**config.mk**
```make
export PLATFORM = sky130hd
export DESIGN_NAME = svcss_top
export DESIGN_NICKNAME = d
export VERILOG_FILES = /design/src/svcss_setting.v /design/src/svcss_sync3.v /design/src/svcss_top.v
export VERILOG_INCLUDE_DIRS = /design/src
export SDC_FILE = /design/constraint.sdc
export NUM_CORES = 1
export LEC_CHECK = 0
export BUFFER_PORTS_ARGS = -buffer_cell sky130_fd_sc_hd__buf_2
export CAP_MARGIN = 20
export CORE_MARGIN = 1
export CORE_UTILIZATION = 40
export CTS_BUF_LIST = sky130_fd_sc_hd__clkbuf_16
export DETAILED_ROUTE_END_ITERATION = 12
export PLACE_DENSITY = 0.53
export SLEW_MARGIN = 40
export SYNTH_ARGS = -nofsm -noshare
export SYNTH_HDL_FRONTEND = slang
export SYNTH_HIERARCHICAL = 1
export SYNTH_SLANG_ARGS = --single-unit
export TNS_END_PERCENT = 20
```
**constraint.sdc**
```tcl
create_clock -name i_core_clk -period 7.06 [get_ports i_core_clk]
set_input_delay 0 -clock i_core_clk [delete_from_list [all_inputs] [get_ports i_core_clk]]
set_output_delay 0 -clock i_core_clk [all_outputs]
set_load 0.005 [all_outputs]
```
**src/svcss_defs.vh**
```
`ifndef SVCSS_DEFS_VH
`define SVCSS_DEFS_VH

// register word addresses on the setting port
`define SVCSS_ADDR_SPEED_SRC 8'h00
`define SVCSS_ADDR_TORQUE_SRC 8'h01
`define SVCSS_ADDR_CTRL_MODE 8'h02
`define SVCSS_ADDR_LOOP_COEF 8'h03
`define SVCSS_ADDR_FF_GAIN 8'h04
`define SVCSS_ADDR_FF_TC 8'h05
`define SVCSS_ADDR_POS_GAIN2 8'h06
`define SVCSS_ADDR_SPD_INT_TC2 8'h07
`define SVCSS_ADDR_INERTIA 8'h08
`define SVCSS_ADDR_SPD_DET_TC 8'h09
`define SVCSS_ADDR_GEAR_DEN 8'h0A
`define SVCSS_ADDR_GEAR_NUM0 8'h0C
`define SVCSS_ADDR_INT_SPEED0 8'h10
`define SVCSS_ADDR_INT_TORQUE0 8'h18
`define SVCSS_ADDR_STATUS 8'h20
`define SVCSS_ADDR_SPEED_OUT 8'h21
`define SVCSS_ADDR_TORQUE_OUT 8'h22
`define SVCSS_ADDR_GEAR_OUT 8'h23

// legal ranges and reset values, 16-bit settings
`define SVCSS_SPEED_SRC_MIN 16'h0000
`define SVCSS_SPEED_SRC_MAX 16'h0005
`define SVCSS_SPEED_SRC_RST 16'h0000
`define SVCSS_TORQUE_SRC_MIN 16'h0000
`define SVCSS_TORQUE_SRC_MAX 16'h0002
`define SVCSS_TORQUE_SRC_RST 16'h0000
`define SVCSS_CTRL_MODE_MIN 16'h0000
`define SVCSS_CTRL_MODE_MAX 16'h0005
`define SVCSS_CTRL_MODE_RST 16'h0000
`define SVCSS_LOOP_COEF_MIN 16'h0000
`define SVCSS_LOOP_COEF_MAX 16'h0064
`define SVCSS_LOOP_COEF_RST 16'h0064
`define SVCSS_FF_GAIN_MIN 16'h0000
`define SVCSS_FF_GAIN_MAX 16'h0064
`define SVCSS_FF_GAIN_RST 16'h0000
`define SVCSS_FF_TC_MIN 16'h0014
`define SVCSS_FF_TC_MAX 16'h1388
`define SVCSS_FF_TC_RST 16'h0064
`define SVCSS_POS_GAIN2_MIN 16'h0001
`define SVCSS_POS_GAIN2_MAX 16'h03E8
`define SVCSS_POS_GAIN2_RST 16'h0028
`define SVCSS_SPD_INT_TC2_MIN 16'h000A
`define SVCSS_SPD_INT_TC2_MAX 16'h2710
`define SVCSS_SPD_INT_TC2_RST 16'h00C8
`define SVCSS_INERTIA_MIN 16'h0000
`define SVCSS_INERTIA_MAX 16'h07D0
`define SVCSS_INERTIA_RST 16'h000F
`define SVCSS_SPD_DET_TC_MIN 16'h0032
`define SVCSS_SPD_DET_TC_MAX 16'h1388
`define SVCSS_SPD_DET_TC_RST 16'h00C8
`define SVCSS_GEAR_MIN 16'h0001
`define SVCSS_GEAR_MAX 16'h7FFF
`define SVCSS_GEAR_RST 16'h0001

// source codes
`define SVCSS_SRC_ANALOG 16'h0000
`define SVCSS_SRC_INTERNAL 16'h0001
`define SVCSS_SRC_MIXED 16'h0002
`define SVCSS_SRC_JOG 16'h0003
`define SVCSS_SRC_BUTTON 16'h0004
`define SVCSS_SRC_DEMO 16'h0005

// control modes and resolved loop modes
`define SVCSS_MODE_POS 2'h0
`define SVCSS_MODE_SPEED 2'h1
`define SVCSS_MODE_TORQUE 2'h2

// gear ratio bounds: 1/50 < N/M < 200
`define SVCSS_RATIO_LOW 24'h000032
`define SVCSS_RATIO_HIGH 24'h0000C8

// demonstration ramp: step size, limit, last divider count (25000 cycles per step)
`define SVCSS_DEMO_STEP 16'h0001
`define SVCSS_DEMO_LIMIT 16'h03E8
`define SVCSS_DEMO_DIV 16'h61A7

`endif

```
**src/svcss_setting.v**
```verilog
`timescale 1ns/10ps
module svcss_setting #(
	parameter [15:0] MIN_VAL = 16'h0000,
	parameter [15:0] MAX_VAL = 16'hFFFF,
	parameter [15:0] RST_VAL = 16'h0000
) (
	// clock and reset
	input wire i_core_clk,
	input wire i_sys_rst,
	// write side
	input wire i_wr,
	input wire [15:0] i_wr_data,
	// stored value
	output reg [15:0] o_value
);

	wire in_range;

	// out-of-range data is dropped so the loops never see an illegal value
	assign in_range = (i_wr_data >= MIN_VAL) && (i_wr_data <= MAX_VAL);

	// range-checked holding register
	always @(posedge i_core_clk) begin
		if (i_sys_rst) begin
			o_value <= RST_VAL;
		end else if (i_wr && in_range) begin
			o_value <= i_wr_data;
		end
	end

endmodule

```
**src/svcss_sync3.v**
```verilog
`timescale 1ns/10ps
module svcss_sync3 (
	// clock and reset
	input wire i_core_clk,
	input wire i_sys_rst,
	// asynchronous pin level
	input wire i_pin,
	// filtered level in the core domain
	output reg o_level
);

	reg stage1_reg;
	reg stage2_reg;
	reg stage3_reg;

	// three-stage chain; the level moves only when stages two and three agree
	always @(posedge i_core_clk) begin
		if (i_sys_rst) begin
			stage1_reg <= 1'b0;
			stage2_reg <= 1'b0;
			stage3_reg <= 1'b0;
			o_level <= 1'b0;
		end else begin
			stage1_reg <= i_pin;
			stage2_reg <= stage1_reg;
			stage3_reg <= stage2_reg;
			if (stage2_reg == stage3_reg) begin
				o_level <= stage3_reg;
			end
		end
	end

endmodule

```
**src/svcss_top.v**
```verilog
// Behaviour
// speed source setting 0..5, default 0; 0 uses analog speed command.
// source 1 picks internal speed 1..8 from the three speed select inputs.
// source 2 uses analog at code 000, else internal speeds 2..8.
// sources 3, 4, 5 take jog, button and self-varying demo speed.
// torque source setting 0..2, default 0; 0 uses analog torque command.
// torque source 1 picks internal torque 1..4 from two select inputs.
// torque source 2 uses analog at code 00, else internal torques 2..4.
// select input off reads 0, on reads 1; host drives accordingly.
// gear select inputs pick one of four numerators; denominator is separate.
// every gear numerator accepts 1..32767, default 1.
// structure coefficient 0..100, default 100; 1..99 selects derivative-feedback form.
// feed-forward gain 0..100, default 0, applied only in position mode.
// feed-forward filter constant 0.20..50.00 ms, default 1.00 ms.
// second position gain 1..1000 per second, default 40.
// second speed integral constant 1.0..1000.0 ms, default 20.0 ms.
// load inertia ratio 0.0..200.0, default 1.5.
// speed detection filter constant 0.50..50.00 ms, default 2.00 ms.
// numerator over denominator kept strictly between 1/50 and 200.
// in combined modes the mode switch input chooses the loop mode.
// selects synchronised; chosen outputs registered, updated next cycle after changes.
// out-of-range setting writes are dropped, old value stays.
//
// The address map and the strobed register port were left to the implementer.
`timescale 1ns/10ps
`include "svcss_defs.vh"
module svcss_top (
	// clock and reset
	input wire i_core_clk,
	input wire i_sys_rst,
	// setting port
	input wire [7:0] i_addr,
	input wire [15:0] i_wr_data,
	input wire i_wr_stb,
	input wire i_rd_stb,
	output reg [15:0] o_rd_data,
	// discrete select pins from the motion controller
	input wire i_speed_select0,
	input wire i_speed_select1,
	input wire i_speed_select2,
	input wire i_torque_select0,
	input wire i_torque_select1,
	input wire i_gear_select0,
	input wire i_gear_select1,
	input wire i_control_mode_switch_in,
	// command sources, already conditioned
	input wire [15:0] i_analog_speed_cmd,
	input wire [15:0] i_analog_torque_cmd,
	input wire [15:0] i_jog_speed_cmd,
	input wire [15:0] i_button_speed_cmd,
	// chosen commands
	output reg [15:0] o_speed_cmd,
	output reg [15:0] o_torque_cmd,
	output reg [15:0] o_gear_numerator,
	output reg [15:0] o_gear_denominator,
	output reg o_gear_ratio_ok,
	output reg [1:0] o_active_mode,
	// tuning values for the loops
	output reg o_pseudo_derivative_feedback,
	output reg [15:0] o_speed_loop_structure_coef,
	output reg [15:0] o_feedforward_gain,
	output reg [15:0] o_feedforward_filter_tc,
	output reg [15:0] o_second_position_gain,
	output reg [15:0] o_second_speed_integral_tc,
	output reg [15:0] o_load_inertia_ratio,
	output reg [15:0] o_speed_detect_filter_tc
);

	integer idx;

	wire [7:0] pin_vec;
	wire [7:0] sel_vec;
	wire [2:0] speed_code;
	wire [1:0] torque_code;
	wire [1:0] gear_code;
	wire mode_switch;
	wire wr_speed_src;
	wire wr_torque_src;
	wire wr_ctrl_mode;
	wire [15:0] speed_source_setting;
	wire [15:0] torque_source_setting;
	wire [15:0] ctrl_mode_setting;
	wire [15:0] speed_loop_structure_coef;
	wire [15:0] feedforward_gain;
	wire [15:0] feedforward_filter_tc;
	wire [15:0] second_position_gain;
	wire [15:0] second_speed_integral_tc;
	wire [15:0] load_inertia_ratio;
	wire [15:0] speed_detect_filter_tc;
	wire [15:0] gear_denominator;
	wire [15:0] gear_num_vec [0:3];
	wire [15:0] gear_cand;
	wire [23:0] num_x_low;
	wire [23:0] num_ext;
	wire [23:0] den_x_high;
	wire [23:0] den_ext;
	wire ratio_legal;

	reg [15:0] int_speed_reg [0:7];
	reg [15:0] int_torque_reg [0:3];
	reg [15:0] speed_cmd_next;
	reg [15:0] torque_cmd_next;
	reg [1:0] active_mode_next;
	reg [15:0] rd_data_next;
	reg [15:0] demo_reg;
	reg [15:0] demo_div_reg;
	reg demo_down_reg;

	// pins into the core domain; on reads 1, off reads 0
	assign pin_vec = {i_control_mode_switch_in, i_gear_select1, i_gear_select0,
		i_torque_select1, i_torque_select0, i_speed_select2, i_speed_select1,
		i_speed_select0};

	genvar g;
	generate
		for (g = 0; g < 8; g = g + 1) begin : gen_sync
			svcss_sync3 u_sync (
				.i_core_clk(i_core_clk),
				.i_sys_rst(i_sys_rst),
				.i_pin(pin_vec[g]),
				.o_level(sel_vec[g])
			);
		end
	endgenerate

	// select codes, highest-numbered input as msb
	assign speed_code = sel_vec[2:0];
	assign torque_code = sel_vec[4:3];
	assign gear_code = sel_vec[6:5];
	assign mode_switch = sel_vec[7];

	assign wr_speed_src = i_wr_stb && (i_addr == `SVCSS_ADDR_SPEED_SRC);
	assign wr_torque_src = i_wr_stb && (i_addr == `SVCSS_ADDR_TORQUE_SRC);
	assign wr_ctrl_mode = i_wr_stb && (i_addr == `SVCSS_ADDR_CTRL_MODE);

	// range-checked settings; illegal writes leave the old value
	svcss_setting #(.MIN_VAL(`SVCSS_SPEED_SRC_MIN), .MAX_VAL(`SVCSS_SPEED_SRC_MAX),
		.RST_VAL(`SVCSS_SPEED_SRC_RST)) u_speed_src (
		.i_core_clk(i_core_clk), .i_sys_rst(i_sys_rst), .i_wr(wr_speed_src),
		.i_wr_data(i_wr_data), .o_value(speed_source_setting));
	svcss_setting #(.MIN_VAL(`SVCSS_TORQUE_SRC_MIN), .MAX_VAL(`SVCSS_TORQUE_SRC_MAX),
		.RST_VAL(`SVCSS_TORQUE_SRC_RST)) u_torque_src (
		.i_core_clk(i_core_clk), .i_sys_rst(i_sys_rst), .i_wr(wr_torque_src),
		.i_wr_data(i_wr_data), .o_value(torque_source_setting));
	svcss_setting #(.MIN_VAL(`SVCSS_CTRL_MODE_MIN), .MAX_VAL(`SVCSS_CTRL_MODE_MAX),
		.RST_VAL(`SVCSS_CTRL_MODE_RST)) u_ctrl_mode (
		.i_core_clk(i_core_clk), .i_sys_rst(i_sys_rst), .i_wr(wr_ctrl_mode),
		.i_wr_data(i_wr_data), .o_value(ctrl_mode_setting));
	svcss_setting #(.MIN_VAL(`SVCSS_LOOP_COEF_MIN), .MAX_VAL(`SVCSS_LOOP_COEF_MAX),
		.RST_VAL(`SVCSS_LOOP_COEF_RST)) u_loop_coef (
		.i_core_clk(i_core_clk), .i_sys_rst(i_sys_rst),
		.i_wr(i_wr_stb && (i_addr == `SVCSS_ADDR_LOOP_COEF)),
		.i_wr_data(i_wr_data), .o_value(speed_loop_structure_coef));
	svcss_setting #(.MIN_VAL(`SVCSS_FF_GAIN_MIN), .MAX_VAL(`SVCSS_FF_GAIN_MAX),
		.RST_VAL(`SVCSS_FF_GAIN_RST)) u_ff_gain (
		.i_core_clk(i_core_clk), .i_sys_rst(i_sys_rst),
		.i_wr(i_wr_stb && (i_addr == `SVCSS_ADDR_FF_GAIN)),
		.i_wr_data(i_wr_data), .o_value(feedforward_gain));
	svcss_setting #(.MIN_VAL(`SVCSS_FF_TC_MIN), .MAX_VAL(`SVCSS_FF_TC_MAX),
		.RST_VAL(`SVCSS_FF_TC_RST)) u_ff_tc (
		.i_core_clk(i_core_clk), .i_sys_rst(i_sys_rst),
		.i_wr(i_wr_stb && (i_addr == `SVCSS_ADDR_FF_TC)),
		.i_wr_data(i_wr_data), .o_value(feedforward_filter_tc));
	svcss_setting #(.MIN_VAL(`SVCSS_POS_GAIN2_MIN), .MAX_VAL(`SVCSS_POS_GAIN2_MAX),
		.RST_VAL(`SVCSS_POS_GAIN2_RST)) u_pos_gain2 (
		.i_core_clk(i_core_clk), .i_sys_rst(i_sys_rst),
		.i_wr(i_wr_stb && (i_addr == `SVCSS_ADDR_POS_GAIN2)),
		.i_wr_data(i_wr_data), .o_value(second_position_gain));
	svcss_setting #(.MIN_VAL(`SVCSS_SPD_INT_TC2_MIN), .MAX_VAL(`SVCSS_SPD_INT_TC2_MAX),
		.RST_VAL(`SVCSS_SPD_INT_TC2_RST)) u_spd_int_tc2 (
		.i_core_clk(i_core_clk), .i_sys_rst(i_sys_rst),
		.i_wr(i_wr_stb && (i_addr == `SVCSS_ADDR_SPD_INT_TC2)),
		.i_wr_data(i_wr_data), .o_value(second_speed_integral_tc));
	svcss_setting #(.MIN_VAL(`SVCSS_INERTIA_MIN), .MAX_VAL(`SVCSS_INERTIA_MAX),
		.RST_VAL(`SVCSS_INERTIA_RST)) u_inertia (
		.i_core_clk(i_core_clk), .i_sys_rst(i_sys_rst),
		.i_wr(i_wr_stb && (i_addr == `SVCSS_ADDR_INERTIA)),
		.i_wr_data(i_wr_data), .o_value(load_inertia_ratio));
	svcss_setting #(.MIN_VAL(`SVCSS_SPD_DET_TC_MIN), .MAX_VAL(`SVCSS_SPD_DET_TC_MAX),
		.RST_VAL(`SVCSS_SPD_DET_TC_RST)) u_spd_det_tc (
		.i_core_clk(i_core_clk), .i_sys_rst(i_sys_rst),
		.i_wr(i_wr_stb && (i_addr == `SVCSS_ADDR_SPD_DET_TC)),
		.i_wr_data(i_wr_data), .o_value(speed_detect_filter_tc));
	svcss_setting #(.MIN_VAL(`SVCSS_GEAR_MIN), .MAX_VAL(`SVCSS_GEAR_MAX),
		.RST_VAL(`SVCSS_GEAR_RST)) u_gear_den (
		.i_core_clk(i_core_clk), .i_sys_rst(i_sys_rst),
		.i_wr(i_wr_stb && (i_addr == `SVCSS_ADDR_GEAR_DEN)),
		.i_wr_data(i_wr_data), .o_value(gear_denominator));

	// four gear numerators at consecutive addresses
	generate
		for (g = 0; g < 4; g = g + 1) begin : gen_gear
			svcss_setting #(.MIN_VAL(`SVCSS_GEAR_MIN), .MAX_VAL(`SVCSS_GEAR_MAX),
				.RST_VAL(`SVCSS_GEAR_RST)) u_num (
				.i_core_clk(i_core_clk), .i_sys_rst(i_sys_rst),
				.i_wr(i_wr_stb && (i_addr == (`SVCSS_ADDR_GEAR_NUM0 + g))),
				.i_wr_data(i_wr_data), .o_value(gear_num_vec[g]));
		end
	endgenerate

	// internal speed and torque tables, any 16-bit value accepted
	always @(posedge i_core_clk) begin
		if (i_sys_rst) begin
			for (idx = 0; idx < 8; idx = idx + 1) begin
				int_speed_reg[idx] <= 16'h0000;
			end
			for (idx = 0; idx < 4; idx = idx + 1) begin
				int_torque_reg[idx] <= 16'h0000;
			end
		end else if (i_wr_stb) begin
			if (i_addr[7:3] == `SVCSS_ADDR_INT_SPEED0 >> 3) begin
				int_speed_reg[i_addr[2:0]] <= i_wr_data;
			end
			if (i_addr[7:2] == `SVCSS_ADDR_INT_TORQUE0 >> 2) begin
				int_torque_reg[i_addr[1:0]] <= i_wr_data;
			end
		end
	end

	// demo ramp between +/- limit; slow divider keeps it visible on a scope
	always @(posedge i_core_clk) begin
		if (i_sys_rst) begin
			demo_reg <= 16'h0000;
			demo_div_reg <= 16'h0000;
			demo_down_reg <= 1'b0;
		end else if (demo_div_reg == `SVCSS_DEMO_DIV) begin
			demo_div_reg <= 16'h0000;
			if (!demo_down_reg) begin
				demo_reg <= demo_reg + `SVCSS_DEMO_STEP;
				if (demo_reg + `SVCSS_DEMO_STEP == `SVCSS_DEMO_LIMIT) begin
					demo_down_reg <= 1'b1;
				end
			end else begin
				demo_reg <= demo_reg - `SVCSS_DEMO_STEP;
				if (demo_reg - `SVCSS_DEMO_STEP == 16'h0000 - `SVCSS_DEMO_LIMIT) begin
					demo_down_reg <= 1'b0;
				end
			end
		end else begin
			demo_div_reg <= demo_div_reg + 16'h0001;
		end
	end

	// speed command source
	always @* begin
		speed_cmd_next = o_speed_cmd;
		case (speed_source_setting)
			`SVCSS_SRC_ANALOG: speed_cmd_next = i_analog_speed_cmd;
			`SVCSS_SRC_INTERNAL: speed_cmd_next = int_speed_reg[speed_code];
			`SVCSS_SRC_MIXED: begin
				if (speed_code == 3'h0) begin
					speed_cmd_next = i_analog_speed_cmd;
				end else begin
					speed_cmd_next = int_speed_reg[speed_code];
				end
			end
			`SVCSS_SRC_JOG: speed_cmd_next = i_jog_speed_cmd;
			`SVCSS_SRC_BUTTON: speed_cmd_next = i_button_speed_cmd;
			`SVCSS_SRC_DEMO: speed_cmd_next = demo_reg;
			default: speed_cmd_next = o_speed_cmd;
		endcase
	end

	// torque command source
	always @* begin
		torque_cmd_next = o_torque_cmd;
		case (torque_source_setting)
			`SVCSS_SRC_ANALOG: torque_cmd_next = i_analog_torque_cmd;
			`SVCSS_SRC_INTERNAL: torque_cmd_next = int_torque_reg[torque_code];
			`SVCSS_SRC_MIXED: begin
				if (torque_code == 2'h0) begin
					torque_cmd_next = i_analog_torque_cmd;
				end else begin
					torque_cmd_next = int_torque_reg[torque_code];
				end
			end
			default: torque_cmd_next = o_torque_cmd;
		endcase
	end

	// loop mode from setting and mode switch input
	always @* begin
		active_mode_next = `SVCSS_MODE_POS;
		case (ctrl_mode_setting[2:0])
			3'h0: active_mode_next = `SVCSS_MODE_POS;
			3'h1: active_mode_next = `SVCSS_MODE_SPEED;
			3'h2: active_mode_next = `SVCSS_MODE_TORQUE;
			3'h3: active_mode_next = mode_switch ? `SVCSS_MODE_SPEED : `SVCSS_MODE_POS;
			3'h4: active_mode_next = mode_switch ? `SVCSS_MODE_TORQUE : `SVCSS_MODE_POS;
			3'h5: active_mode_next = mode_switch ? `SVCSS_MODE_TORQUE : `SVCSS_MODE_SPEED;
			default: active_mode_next = `SVCSS_MODE_POS;
		endcase
	end

	// ratio check: 50*N > M and N < 200*M, widened so no product overflows
	assign gear_cand = gear_num_vec[gear_code];
	assign num_ext = {8'h00, gear_cand};
	assign den_ext = {8'h00, gear_denominator};
	assign num_x_low = num_ext * `SVCSS_RATIO_LOW;
	assign den_x_high = den_ext * `SVCSS_RATIO_HIGH;
	assign ratio_legal = (num_x_low > den_ext) && (num_ext < den_x_high);

	// registered outputs, one cycle after any setting change or synchronised select change
	always @(posedge i_core_clk) begin
		if (i_sys_rst) begin
			o_speed_cmd <= 16'h0000;
			o_torque_cmd <= 16'h0000;
			o_gear_numerator <= `SVCSS_GEAR_RST;
			o_gear_denominator <= `SVCSS_GEAR_RST;
			o_gear_ratio_ok <= 1'b1;
			o_active_mode <= `SVCSS_MODE_POS;
			o_pseudo_derivative_feedback <= 1'b0;
			o_speed_loop_structure_coef <= `SVCSS_LOOP_COEF_RST;
			o_feedforward_gain <= 16'h0000;
			o_feedforward_filter_tc <= `SVCSS_FF_TC_RST;
			o_second_position_gain <= `SVCSS_POS_GAIN2_RST;
			o_second_speed_integral_tc <= `SVCSS_SPD_INT_TC2_RST;
			o_load_inertia_ratio <= `SVCSS_INERTIA_RST;
			o_speed_detect_filter_tc <= `SVCSS_SPD_DET_TC_RST;
		end else begin
			o_speed_cmd <= speed_cmd_next;
			o_torque_cmd <= torque_cmd_next;
			o_active_mode <= active_mode_next;
			o_gear_ratio_ok <= ratio_legal;
			// an illegal pair keeps the last legal gear in force
			if (ratio_legal) begin
				o_gear_numerator <= gear_cand;
				o_gear_denominator <= gear_denominator;
			end
			// 0 and 100 both give the integral-proportional form
			o_pseudo_derivative_feedback <= (speed_loop_structure_coef != 16'h0000) &&
				(speed_loop_structure_coef != `SVCSS_LOOP_COEF_MAX);
			o_speed_loop_structure_coef <= speed_loop_structure_coef;
			// feed-forward is forced off outside position control
			o_feedforward_gain <= (active_mode_next == `SVCSS_MODE_POS) ?
				feedforward_gain : 16'h0000;
			o_feedforward_filter_tc <= feedforward_filter_tc;
			o_second_position_gain <= second_position_gain;
			o_second_speed_integral_tc <= second_speed_integral_tc;
			o_load_inertia_ratio <= load_inertia_ratio;
			o_speed_detect_filter_tc <= speed_detect_filter_tc;
		end
	end

	// read decode; unmapped addresses read zero
	always @* begin
		rd_data_next = 16'h0000;
		if (i_addr[7:3] == `SVCSS_ADDR_INT_SPEED0 >> 3) begin
			rd_data_next = int_speed_reg[i_addr[2:0]];
		end else if (i_addr[7:2] == `SVCSS_ADDR_INT_TORQUE0 >> 2) begin
			rd_data_next = int_torque_reg[i_addr[1:0]];
		end else if (i_addr[7:2] == `SVCSS_ADDR_GEAR_NUM0 >> 2) begin
			rd_data_next = gear_num_vec[i_addr[1:0]];
		end else begin
			case (i_addr)
				`SVCSS_ADDR_SPEED_SRC: rd_data_next = speed_source_setting;
				`SVCSS_ADDR_TORQUE_SRC: rd_data_next = torque_source_setting;
				`SVCSS_ADDR_CTRL_MODE: rd_data_next = ctrl_mode_setting;
				`SVCSS_ADDR_LOOP_COEF: rd_data_next = speed_loop_structure_coef;
				`SVCSS_ADDR_FF_GAIN: rd_data_next = feedforward_gain;
				`SVCSS_ADDR_FF_TC: rd_data_next = feedforward_filter_tc;
				`SVCSS_ADDR_POS_GAIN2: rd_data_next = second_position_gain;
				`SVCSS_ADDR_SPD_INT_TC2: rd_data_next = second_speed_integral_tc;
				`SVCSS_ADDR_INERTIA: rd_data_next = load_inertia_ratio;
				`SVCSS_ADDR_SPD_DET_TC: rd_data_next = speed_detect_filter_tc;
				`SVCSS_ADDR_GEAR_DEN: rd_data_next = gear_denominator;
				`SVCSS_ADDR_STATUS: rd_data_next = {5'h00, o_active_mode,
					o_gear_ratio_ok, sel_vec};
				`SVCSS_ADDR_SPEED_OUT: rd_data_next = o_speed_cmd;
				`SVCSS_ADDR_TORQUE_OUT: rd_data_next = o_torque_cmd;
				`SVCSS_ADDR_GEAR_OUT: rd_data_next = o_gear_numerator;
				default: rd_data_next = 16'h0000;
			endcase
		end
	end

	// read data stands only in the cycle after the strobe
	always @(posedge i_core_clk) begin
		if (i_sys_rst) begin
			o_rd_data <= 16'h0000;
		end else if (i_rd_stb) begin
			o_rd_data <= rd_data_next;
		end else begin
			o_rd_data <= 16'h0000;
		end
	end

endmodule

```
Word level (Yosys, flattened, before mapping)
Memories as Yosys holds them, arrays and structs flattened.
Index checks and enable logic that the tools add are counted.
{ "totals": {"reg_bits": 501, "ramBits": 192, "inputBits": 100, "output_inout_bits": 196, "elab_cells": 231, "n_memories": 2} }
{ "classes": {"add_sub_neg": 3, "mul": 2, "n_lt_le_gt_ge": 17, "eq_ne": 45, "n_mux": 38, "bitwise_logic": 4, "n_reduce_logical": 55} }
{ "memory_table": {"columns": ["name", "depth", "width", "read_ports", "rd_ports_with_merged_regs", "write_ports", "line", "rtl"], "rows": [
  ["int_speed_reg", 8, 16, 2, 0, 8, "svcss_top.v:99", "reg [15:0] int_speed_reg [0:7];"],
  ["int_torque_reg", 4, 16, 2, 0, 4, "svcss_top.v:100", "reg [15:0] int_torque_reg [0:3];"]
]} }
{ "op_table": {"columns": ["cell", "count"], "rows": [
  ["$pmux 16 s15", 1],
  ["$mux 16", 12],
  ["$pmux 16 s6", 1],
  ["$bmux 16 s2", 2],
  ["$eq 8x4->1 const B", 7],
  ["$eq 16x2->1 const B", 3],
  ["$pmux 16 s3", 1],
  ["$mul 16x5->21 const B", 2],
  ["$logic_and 1x1->1", 41],
  ["$add 16x1->16 const B", 2],
  ["$eq 16x1->1 const B", 2],
  ["$eq 16x3->1 const B", 2],
  ["$eq 8x3->1 const B", 4],
  ["$eq 8x6->1 const B", 4],
  ["$ge 16x1->1 const B", 2],
  ["$logic_not 16->1", 2],
  ["$reduce_or 16->1", 2],
  ["$lt 16x24->1", 1],
  ["$gt 22x16->1", 1],
  ["$eq 16x10->1 const B", 1],
  ["$eq 16x15->1 const B", 1],
  ["$eq 16x16->1 const B", 1],
  ["$eq 8x2->1 const B", 2],
  ["$ge 16x4->1 const B", 1],
  ["other kinds (34)", 66]
]} }

Logic depth before layout (Yosys ltp)
Gate-level depths: netlist (run 1).
{ "depth": {"word_depth": 7, "mapped_depth": 25, "ltp_nobuf": 22} }

Modules after synthesis
The synthesis (run 1) kept the hierarchy.
{ "by_module_without_submodules": {"columns": ["module", "n_inst", "cells_per_inst", "area_per_inst_um2", "seq_area_each_um2"], "rows": [
  ["svcss_top", 1, 2340, 25152.9, 10349.9],
  ["svcss_setting at gen_gear[0].u_num ...", 5, 72, 763.2, 320.3],
  ["svcss_setting at u_ctrl_mode ...", 2, 45, 610.6, 320.3],
  ["svcss_sync3", 8, 10, 112.6, 80.1],
  ["svcss_setting at u_spd_int_tc2", 1, 76, 783.3, 320.3],
  ["svcss_setting at u_ff_tc", 1, 73, 739.5, 320.3],
  ["svcss_setting at u_spd_det_tc", 1, 79, 729.4, 320.3],
  ["svcss_setting at u_inertia", 1, 67, 690.7, 320.3],
  ["svcss_setting at u_pos_gain2", 1, 65, 655.6, 320.3],
  ["svcss_setting at u_loop_coef", 1, 55, 616.8, 320.3],
  ["svcss_setting at u_ff_gain", 1, 53, 598.1, 320.3],
  ["svcss_setting at u_torque_src", 1, 46, 536.8, 320.3]
]} }

Least setup slack after synthesis (run 1)
OpenSTA, ideal clock, no wires.
{ "synth_path": {"path_kind": "reg2reg", "startpoint": "reg gen_sync[5].u_sync.o_level", "endpoint": "reg o_gear_numerator[10]", "setup_ns": 0.070, "arrival_time_ns": 5.869, "required_ns": 6.990, "setup_slack_ns": 1.120, "path_stages_with_launch": 24, "n_path_buf": 3, "synth_period_minus_slack_ns": 5.940, "path_cell_list": "dfxtp_1 buf_4 buf_1 mux4_2 ha_1 ha_1 inv_1 fa_1 inv_1 ha_1 a21o_1 a2111oi_0 a21oi_1 xor2_1 ha_1 nand4_1 a21oi_1 a2111oi_0 a31oi_1 nor4b_2 and3_1 clkbuf_2 o21ai_1 a21oi_1"} }
{ "synth_via": {"elab_chain_cells": 7, "word_cells_on_any_way": 8, "classes_between": "mul (1); order compare (2); mux (3); bitwise (1); reduce/logical (1)"} }
{ "synth_lines": {"columns": ["element", "line", "rtl"], "rows": [
  ["start: declaration", "svcss_sync3.v:9", "output reg o_level"],
  ["start signal: assignment", "svcss_sync3.v:28", "o_level <= stage3_reg;"],
  ["$not 2->3 (not written as such) *", "svcss_top.v:296", "assign gear_cand = gear_num_vec[gear_code];"],
  ["$bmux 16 s2 *", "svcss_top.v:296", null],
  ["$mux 16 (not written as such) * (2 in series)", "svcss_top.v:296", null],
  ["named net gear_cand[4]", "svcss_top.v:92", "wire [15:0] gear_cand;"],
  ["$mul 16x5->21 (no source line)", null, null],
  ["$gt 22x16->1", "svcss_top.v:301", "assign ratio_legal = (num_x_low > den_ext) && (num_ext < den_x_high);"],
  ["$logic_and 1x1->1 *", "svcss_top.v:301", null],
  ["end signal: assignment", "svcss_top.v:308", "o_gear_numerator <= `SVCSS_GEAR_RST;"],
  ["end signal: assignment", "svcss_top.v:327", "o_gear_numerator <= gear_cand;"],
  ["end: declaration", "svcss_top.v:54", "output reg [15:0] o_gear_numerator,"]
]} }
Mark *: on every way through the listed nets, which the timed path passes. The rest lies on a longest branch. The select of a mux whose other input is x is not followed.
A chain may end at the register's enable or synchronous reset.

Final worst setup path (run 1)
{ "layout_path": {"startpoint": "reg gen_sync[5].u_sync.o_level", "endpoint": "reg o_gear_numerator[4]"} }
The elaborated chain is that of the path after synthesis.

==> metrics.log, run 1 <==
INFO  metric cts_num_sinks = 693
INFO  metric synthArstFlopShare = 0%
INFO  metric syn-cell-area = 36400 µm²
INFO  metric hold_path_startpoint = i_wr_data[5]
INFO  metric final_clock_skew = 0.0243 ns
INFO  metric achievable-frequency = 0.157 GHz
INFO  metric worst-endpoint-arrival = 6.92 ns
INFO  metric drt_first_pass_iters = 6
INFO  metric commonest_non_fill_non_tap_cell_in_the_layout = sky130_fd_sc_hd__dfxtp_1
INFO  metric timing.hold.worst.class = in2reg
INFO  metric tightestPinTransition = 0.951 ns
INFO  metric synth.area.top_cells = sky130_fd_sc_hd__dfxtp_1, sky130_fd_sc_hd__edfxtp_1, sky130_fd_sc_hd__mux4_2
INFO  metric cp_common_cell = sky130_fd_sc_hd__ha_1
INFO  metric clock_latency = 0.65 ns
INFO  metric track_usage = 27.8%
INFO  metric timing.critical_path.fanout_max = 14
INFO  metric setup_total_negative_slack = 0 ns
INFO  metric detailroute.via_count = 28400
INFO  metric status = completed
INFO  metric flip_flop_count_of_the_largest_register_after_layout = 128
INFO  metric yosysWarningCount = 6
INFO  metric r2r_start = gen_sync[5].u_sync/o_level$_SDFFE_PP0N_
INFO  metric worst-setup-path-type = reg2reg
INFO  metric clk_pin_slew = 0.06 ns
INFO  metric core_region_area = 90100 µm²
INFO  metric synth_enable_flop_cells = 192
INFO  metric drc_errors = 0
INFO  metric io_pins = 296
INFO  metric synthesis.instances = 3384
INFO  metric vdd_drop_max = 0.157 mV
INFO  metric critical_path.slowest_cell = sky130_fd_sc_hd__mux4_2
INFO  metric final_antenna_net_count = 0
INFO  metric post_cts_resize_count = 0
INFO  metric p_per_area = 213 nW/µm²
INFO  metric cp-end-kind = flip-flop
INFO  metric synth-seq-area-share = 43.3%
INFO  metric start_util = 40.4%
INFO  metric grt_start_max_net_pins = 224
INFO  metric yosys.cell_types.count = 102
INFO  metric number_of_placement_rows = 110
INFO  metric horizontal_die_dimension = 304 µm
INFO  metric drt_first_iter_violations = 2832
INFO  metric mean_instance_size_in_the_synthesized_netlist = 10.8 µm²
INFO  metric final_period_minus_worst_setup_slack = 6.36 ns
INFO  metric synth.top_cell.area_share = 27.5%
INFO  metric worst-endpoint-required = 7.62 ns
INFO  metric final_layout_size_suffix_gt1_share = 22.9%
INFO  metric finalHoldWorstSlack = 0.0429 ns
INFO  metric crit_family = compound AO/OA/AOI/OAI gates
INFO  metric synth.ff_latch_count = 693
INFO  metric finalSetupViolations = 0
INFO  metric routed_wirelength = 131000 µm
INFO  metric tritoncts.num_buffers = 81
INFO  metric drv_cap = 0
INFO  metric sum_of_buffers_and_inverters_on_the_critical_path = 3
INFO  metric dp_hpwl = 91200 µm
INFO  metric chipHeight = 304 µm
INFO  metric tritoncts_clock_tree = yes
INFO  metric htree_levels = 3
INFO  metric layout_worst_path_cycle_share = 90.1%
INFO  metric grt_first_pass_wirelength = 189000 µm
INFO  metric r2r_slack = 0.70 ns
INFO  metric filler_cell_count = 8429
INFO  metric p_leak = 16.5 nW
INFO  metric first_global_vias = 26700
INFO  metric crit_chain = buf_4 > buf_4 > mux4_2 > ha_1 > ha_1 > ha_1 > fa_1 > a211o_1 > a21oi_1 > nand2_1 > a31o_2 > a21oi_1 > xnor2_1 > ha_1 > a2111oi_0 > a31oi_1 > nor4b_2 > and3_1 > buf_4 > o21ai_1 > a21oi_1
INFO  metric via_cell_ratio = 5.72
INFO  metric dp.cells = 4726
INFO  metric route.detailed.wl_per_inst = 26.5 µm
INFO  metric count_of_input_and_output_buffers = 295
INFO  metric maxSlewViolCount = 0
INFO  metric number_of_antenna_violations_at_the_first_check_in_global_routing = 6
INFO  metric routabilityCongestion = 0.897
INFO  metric cp_slowest_stage_delay = 0.58 ns
INFO  metric clockBufferDepth = 3
INFO  metric cp-start-kind = flip-flop
INFO  metric grt_ovf = 0
INFO  metric crit_path_start = gen_sync[5].u_sync/o_level$_SDFFE_PP0N_
INFO  metric most-common-layout-cells = sky130_fd_sc_hd__dfxtp_1, sky130_fd_sc_hd__buf_2, sky130_fd_sc_hd__nor2_1
INFO  metric die_area = 92300 µm²
INFO  metric final_net_count = 3976
INFO  metric remaining_max_slew_budget_at_the_tightest_pin = 34.8%
INFO  metric report.final.hold_viol_count = 0
INFO  metric synth_area_leader_cell = sky130_fd_sc_hd__dfxtp_1
INFO  metric synthesis.nets = 3642
INFO  metric rsz0062_at_grt = no
INFO  metric areaGrowthSynthToFinish = 17.2%
INFO  metric most_frequently_used_flop_master_after_synthesis = sky130_fd_sc_hd__dfxtp_1
INFO  metric post_layout_nonfiller_instances = 4958
INFO  metric clock-root-buffer = sky130_fd_sc_hd__clkbuf_16
-- metal layers --
metal | track usage (%) | up-vias | wire (µm)
li1 | - | 12900 | -
met3 | 5.77 | 187 | 11200
met2 | 42.8 | 1162 | 58900
met5 | 0 | - | 34
met4 | 8.36 | 6 | 3770
met1 | 39.2 | 14100 | 57500
-- power by group --
group | leakage [nW] | internal (W) | total, W | switching, W
clock network | 1.35 | 0.00253 | 0.00428 | 0.00175
registers | 5.87 | 0.00416 | 0.00421 | 0.0000526
logic | 9.29 | 0.000225 | 0.000593 | 0.000368
total | 16.5 | 0.00691 | 0.00908 | 0.00217
-- timing repair --
action | CTS | global route
buffers inserted | 0 | 0
hold buffers | 83 | 0
hold endpoints to repair | 84 | 0
-- per-stage QoR --
stage	worst slack [ns]	power, W	util [%]	instance area (µm²)
finish	0.701	0.00908	47.4	42700
global route	0.196	0.00933	47.4	42700
CTS	0.671	0.00913	47.3	42600
detailed placement	0.714	0.00484	43.4	39100
global placement	0.782	0.00483	43.3	39000
floorplan	1.12	0.00455	-	36400
-- cells in the mapped netlist, drive strengths merged (30+ instances only) --
cell and n:
a211oi 43, a21oi 108, a221oi 40, a22oi 36, and2 198, buf 55
clkbuf 149, dfxtp 501, edfxtp 192, ha 136, inv 153, mux2i 203
mux4 138, nand2 160, nand2b 209, nand3 64, nand4 36, nor2 246
nor2b 107, nor3 36, nor3b 57, nor4 50, o21ai 89, o22ai 30
or2 32
-- cells by family after synthesis --
kind of cell | Yosys count | share of synthesized area, %
compound gates | 483 | 9.49
xor+xnor | 48 | 1.15
fa+ha+maj | 158 | 5.88
buf+inv | 358 | 4.30
flops | 693 | 43.3
mux | 365 | 14.9
simple gates | 1279 | 21.0
-- worst min-delay path, stage by stage --
cell                       delay, ns
sky130_fd_sc_hd__buf_2          0.10
sky130_fd_sc_hd__buf_4          0.29
sky130_fd_sc_hd__nand2b_1       0.16
sky130_fd_sc_hd__mux2i_1        0.06
-- cell type report --
cell class | count | area [µm²] | area share (%)
tap | 1176 | 1470 | 3.45
clock inverter | 60 | 518 | 1.21
inverter | 153 | 574 | 1.34
clock buffer | 86 | 2150 | 5.04
multi-input combinational | 2333 | 19200 | 45.0
sequential | 693 | 15800 | 37.0
antenna | 1 | 2.50 | 0.00586
timing repair buffer | 456 | 2980 | 6.99
-- path summary, 6_finish.rpt --
kind                                               to  cells past startpoint
min             u_spd_int_tc2/o_value[5]$_SDFFE_PP0P_                      4
min reg2reg  gen_sync[0].u_sync/stage2_reg$_SDFF_PP0_                      1
max                  o_gear_numerator[4]$_SDFFE_PP0P_                     21
max reg2reg          o_gear_numerator[4]$_SDFFE_PP0P_                     21
Note: power is estimated with default switching activity, not from simulation.
==> run 2: changes to the inputs <==
- clock period: 7.06 -> 6.4 ns (I/O delays scaled with it)
==> metrics.log, run 2 (same netlist as run 1, synthesis figures left out) <==
INFO  metric drt_first_iter_violations = 2689 (-5.0%)
INFO  metric timing.final.ws_setup = 0.424 ns (-0.277 ns)
INFO  metric final_clock_skew = 0.0251 ns (+0.000828 ns)
INFO  metric rsz0062_at_grt = no
INFO  metric remaining_max_slew_budget_at_the_tightest_pin = 32.9% (-1.9 points)
INFO  metric final_net_count = 3970 (-0.15%)
INFO  metric cp-start-kind = flip-flop
INFO  metric number_of_placement_rows = 110 (unchanged)
INFO  metric final_period_minus_worst_setup_slack = 5.98 ns (-0.383 ns)
INFO  metric p_per_area = 228 nW/µm² (+7.5%)
INFO  metric worst-setup-path-type = reg2reg
INFO  metric drt_first_pass_iters = 7 (+1)
INFO  metric r2r_start = gen_sync[5].u_sync/o_level$_SDFFE_PP0N_
INFO  metric flip_flop_count_of_the_largest_register_after_layout = 128 (unchanged)
INFO  metric clock_latency = 0.63 ns (-0.02 ns)
INFO  metric worst-endpoint-arrival = 6.51 ns (-0.41 ns)
INFO  metric placement.cell_area = 39200 µm² (+0.14%)
INFO  metric chipHeight = 304 µm (unchanged)
INFO  metric final_antenna_net_count = 0 (unchanged)
INFO  metric setup_total_negative_slack = 0 ns (unchanged)
INFO  metric report.final.hold_viol_count = 0 (unchanged)
INFO  metric cp-end-kind = flip-flop
INFO  metric crit_path_start = gen_sync[5].u_sync/o_level$_SDFFE_PP0N_
INFO  metric cts_num_sinks = 693 (unchanged)
INFO  metric vdd_drop_max = 0.173 mV (+10%)
INFO  metric final_layout_size_suffix_gt1_share = 23.1% (+0.22 points)
INFO  metric dp_hpwl = 91800 µm (+0.61%)
INFO  metric finalSetupViolations = 0 (unchanged)
INFO  metric io_pins = 296 (unchanged)
INFO  metric grt_first_pass_wirelength = 189000 µm (-0.23%)
INFO  metric grt_start_max_net_pins = 211 (-5.8%)
INFO  metric post_layout_nonfiller_instances = 4955 (-0.061%)
INFO  metric count_of_input_and_output_buffers = 295 (unchanged)
INFO  metric core_region_area = 90100 µm² (unchanged)
INFO  metric number_of_antenna_violations_at_the_first_check_in_global_routing = 12 (+6)
INFO  metric most-common-layout-cells = sky130_fd_sc_hd__dfxtp_1, sky130_fd_sc_hd__buf_2, sky130_fd_sc_hd__nor2_1
INFO  metric via_cell_ratio = 5.70 (-0.43%)
INFO  metric routabilityCongestion = 0.900 (+0.33%)
INFO  metric areaGrowthSynthToFinish = 16.7%
INFO  metric filler_cell_count = 8426 (-0.036%)
INFO  metric tritoncts.num_buffers = 80 (-1.2%)
INFO  metric clock-root-buffer = sky130_fd_sc_hd__clkbuf_16
INFO  metric tritoncts_clock_tree = yes
INFO  metric maxSlewViolCount = 0 (unchanged)
INFO  metric track_usage = 27.8% (about the same)
INFO  metric first_global_vias = 26600 (-0.29%)
INFO  metric grt_ovf = 0 (unchanged)
INFO  metric layout_worst_path_cycle_share = 93.4% (+3.3 points)
INFO  metric clockBufferDepth = 3 (unchanged)
INFO  metric hold_path_startpoint = i_wr_data[1]
INFO  metric timing.critical_path.fanout_max = 26 (+12)
INFO  metric die_area = 92300 µm² (unchanged)
INFO  metric dp.cells = 4729 (+0.063%)
INFO  metric htree_levels = 3 (unchanged)
INFO  metric drv_cap = 0 (unchanged)
INFO  metric routed_wirelength = 131000 µm (-0.33%)
INFO  metric clk_pin_slew = 0.06 ns (about the same)
INFO  metric p_leak = 16.4 nW (-0.60%)
INFO  metric timing.hold.worst.class = in2reg
INFO  metric achievable-frequency = 0.167 GHz (+6.4%)
INFO  metric worst-endpoint-required = 6.94 ns (-0.68 ns)
INFO  metric cts.repair_timing.setup_buffer_count = 0 (unchanged)
INFO  metric final_design_area_no_fill = 42500 µm² (-0.42%)
INFO  metric route.detailed.wl_per_inst = 26.4 µm (-0.27%)
INFO  metric commonest_non_fill_non_tap_cell_in_the_layout = sky130_fd_sc_hd__dfxtp_1
INFO  metric detailroute.via_count = 28200 (-0.49%)
INFO  metric tightestPinTransition = 0.979 ns (+0.0280 ns)
INFO  metric horizontal_die_dimension = 304 µm (unchanged)
INFO  metric pre_cts_slack = 0.286 ns (-0.428 ns)
INFO  metric drc_errors = 0 (unchanged)
INFO  metric start_util = 40.4% (unchanged)
INFO  metric status = completed
==> run 2: cell types whose count changed in the layout (fill, tap and decap cells not counted), moves of 3 or more <==
cell	change
sky130_fd_sc_hd__bufinv_16	-5
sky130_fd_sc_hd__clkinv_2	+11
sky130_fd_sc_hd__buf_12	+3
sky130_fd_sc_hd__clkbuf_16	-3
sky130_fd_sc_hd__dlygate4sd3_1	-8
sky130_fd_sc_hd__inv_6	-4
sky130_fd_sc_hd__buf_6	+3
==> run 2: critical path, stage by stage (launching register included) <==
cell and delay (ns):
sky130_fd_sc_hd__dfxtp_1 0.39, sky130_fd_sc_hd__buf_12 0.21, sky130_fd_sc_hd__mux4_2 0.61, sky130_fd_sc_hd__ha_1 0.33
sky130_fd_sc_hd__ha_1 0.27, sky130_fd_sc_hd__inv_1 0.05, sky130_fd_sc_hd__fa_1 0.49, sky130_fd_sc_hd__inv_1 0.04
sky130_fd_sc_hd__ha_1 0.36, sky130_fd_sc_hd__a21o_1 0.22, sky130_fd_sc_hd__a2111oi_0 0.43, sky130_fd_sc_hd__a21oi_1 0.19
sky130_fd_sc_hd__xor2_1 0.17, sky130_fd_sc_hd__ha_1 0.29, sky130_fd_sc_hd__nand4_1 0.14, sky130_fd_sc_hd__a21oi_1 0.06
sky130_fd_sc_hd__a2111oi_0 0.39, sky130_fd_sc_hd__a31oi_1 0.16, sky130_fd_sc_hd__nor4b_2 0.37, sky130_fd_sc_hd__and3_4 0.31
sky130_fd_sc_hd__buf_12 0.19, sky130_fd_sc_hd__o21ai_1 0.09, sky130_fd_sc_hd__a21oi_1 0.15
==> run 2: what timing repair did <==
item	4_1_cts	5_1_grt
hold buffers	75	0
setup endpoints to repair	0	27
hold endpoints to repair	80	0
gates resized for setup	0	3
==> run 2: metrics by stage <==
| stage | utilization (%) | hold WS [ns] | total power, W |
|---|---|---|---|
| 2_1_floorplan | - | 0.0691 | 0.00502 |
| 3_3_place_gp | 43.3 | 0.208 | 0.00534 |
| 3_5_place_dp | 43.5 | 0.218 | 0.00534 |
| 4_1_cts | 47.1 | 0.00771 | 0.00978 |
| 5_1_grt | 47.2 | 0.0119 | 0.0100 |
| 6_report | 47.2 | 0.0242 | 0.00972 |
==> run 2: final timing paths <==
kind                                         endpoint  slack (ns)  depth (start not counted)
max                  o_gear_numerator[1]$_SDFFE_PP0P_        0.42                         22
min               u_pos_gain2/o_value[1]$_SDFFE_PP0P_        0.02                          4
max reg2reg          o_gear_numerator[1]$_SDFFE_PP0P_        0.42                         22
min reg2reg  gen_sync[7].u_sync/stage2_reg$_SDFF_PP0_        0.43                          1
==> run 2: power breakdown <==
part | switching (W) | internal [W] | leakage (nW)
sequential | 0.0000586 | 0.00458 | 5.87
combinational | 0.000406 | 0.000247 | 9.26
clock | 0.00191 | 0.00251 | 1.28
total | 0.00237 | 0.00734 | 16.4
==> run 2: cell type report <==
class	count	area, µm²	area share, %
Clock inverter	63	419	0.986
Clock buffer	83	2080	4.88
Timing Repair Buffer	451	2960	6.96
Antenna cell	3	7.51	0.0177
Inverter	153	574	1.35
Multi-Input combinational cell	2333	19200	45.2
Tap cell	1176	1470	3.46
Sequential cell	693	15800	37.1
==> run 2: metal layers <==
layer / part of all wire [%] / global-route usage [%] / wire length [µm] / vias to the layer above
li1: - / - / - / 12900
met1: 43 / 38.6 / 56900 / 14000
met2: 44 / 42.8 / 58300 / 1179
met3: 8.9 / 6.77 / 11700 / 203
met4: 3.1 / 8.44 / 4070 / 8
met5: 0.039 / 0 / 51 / -
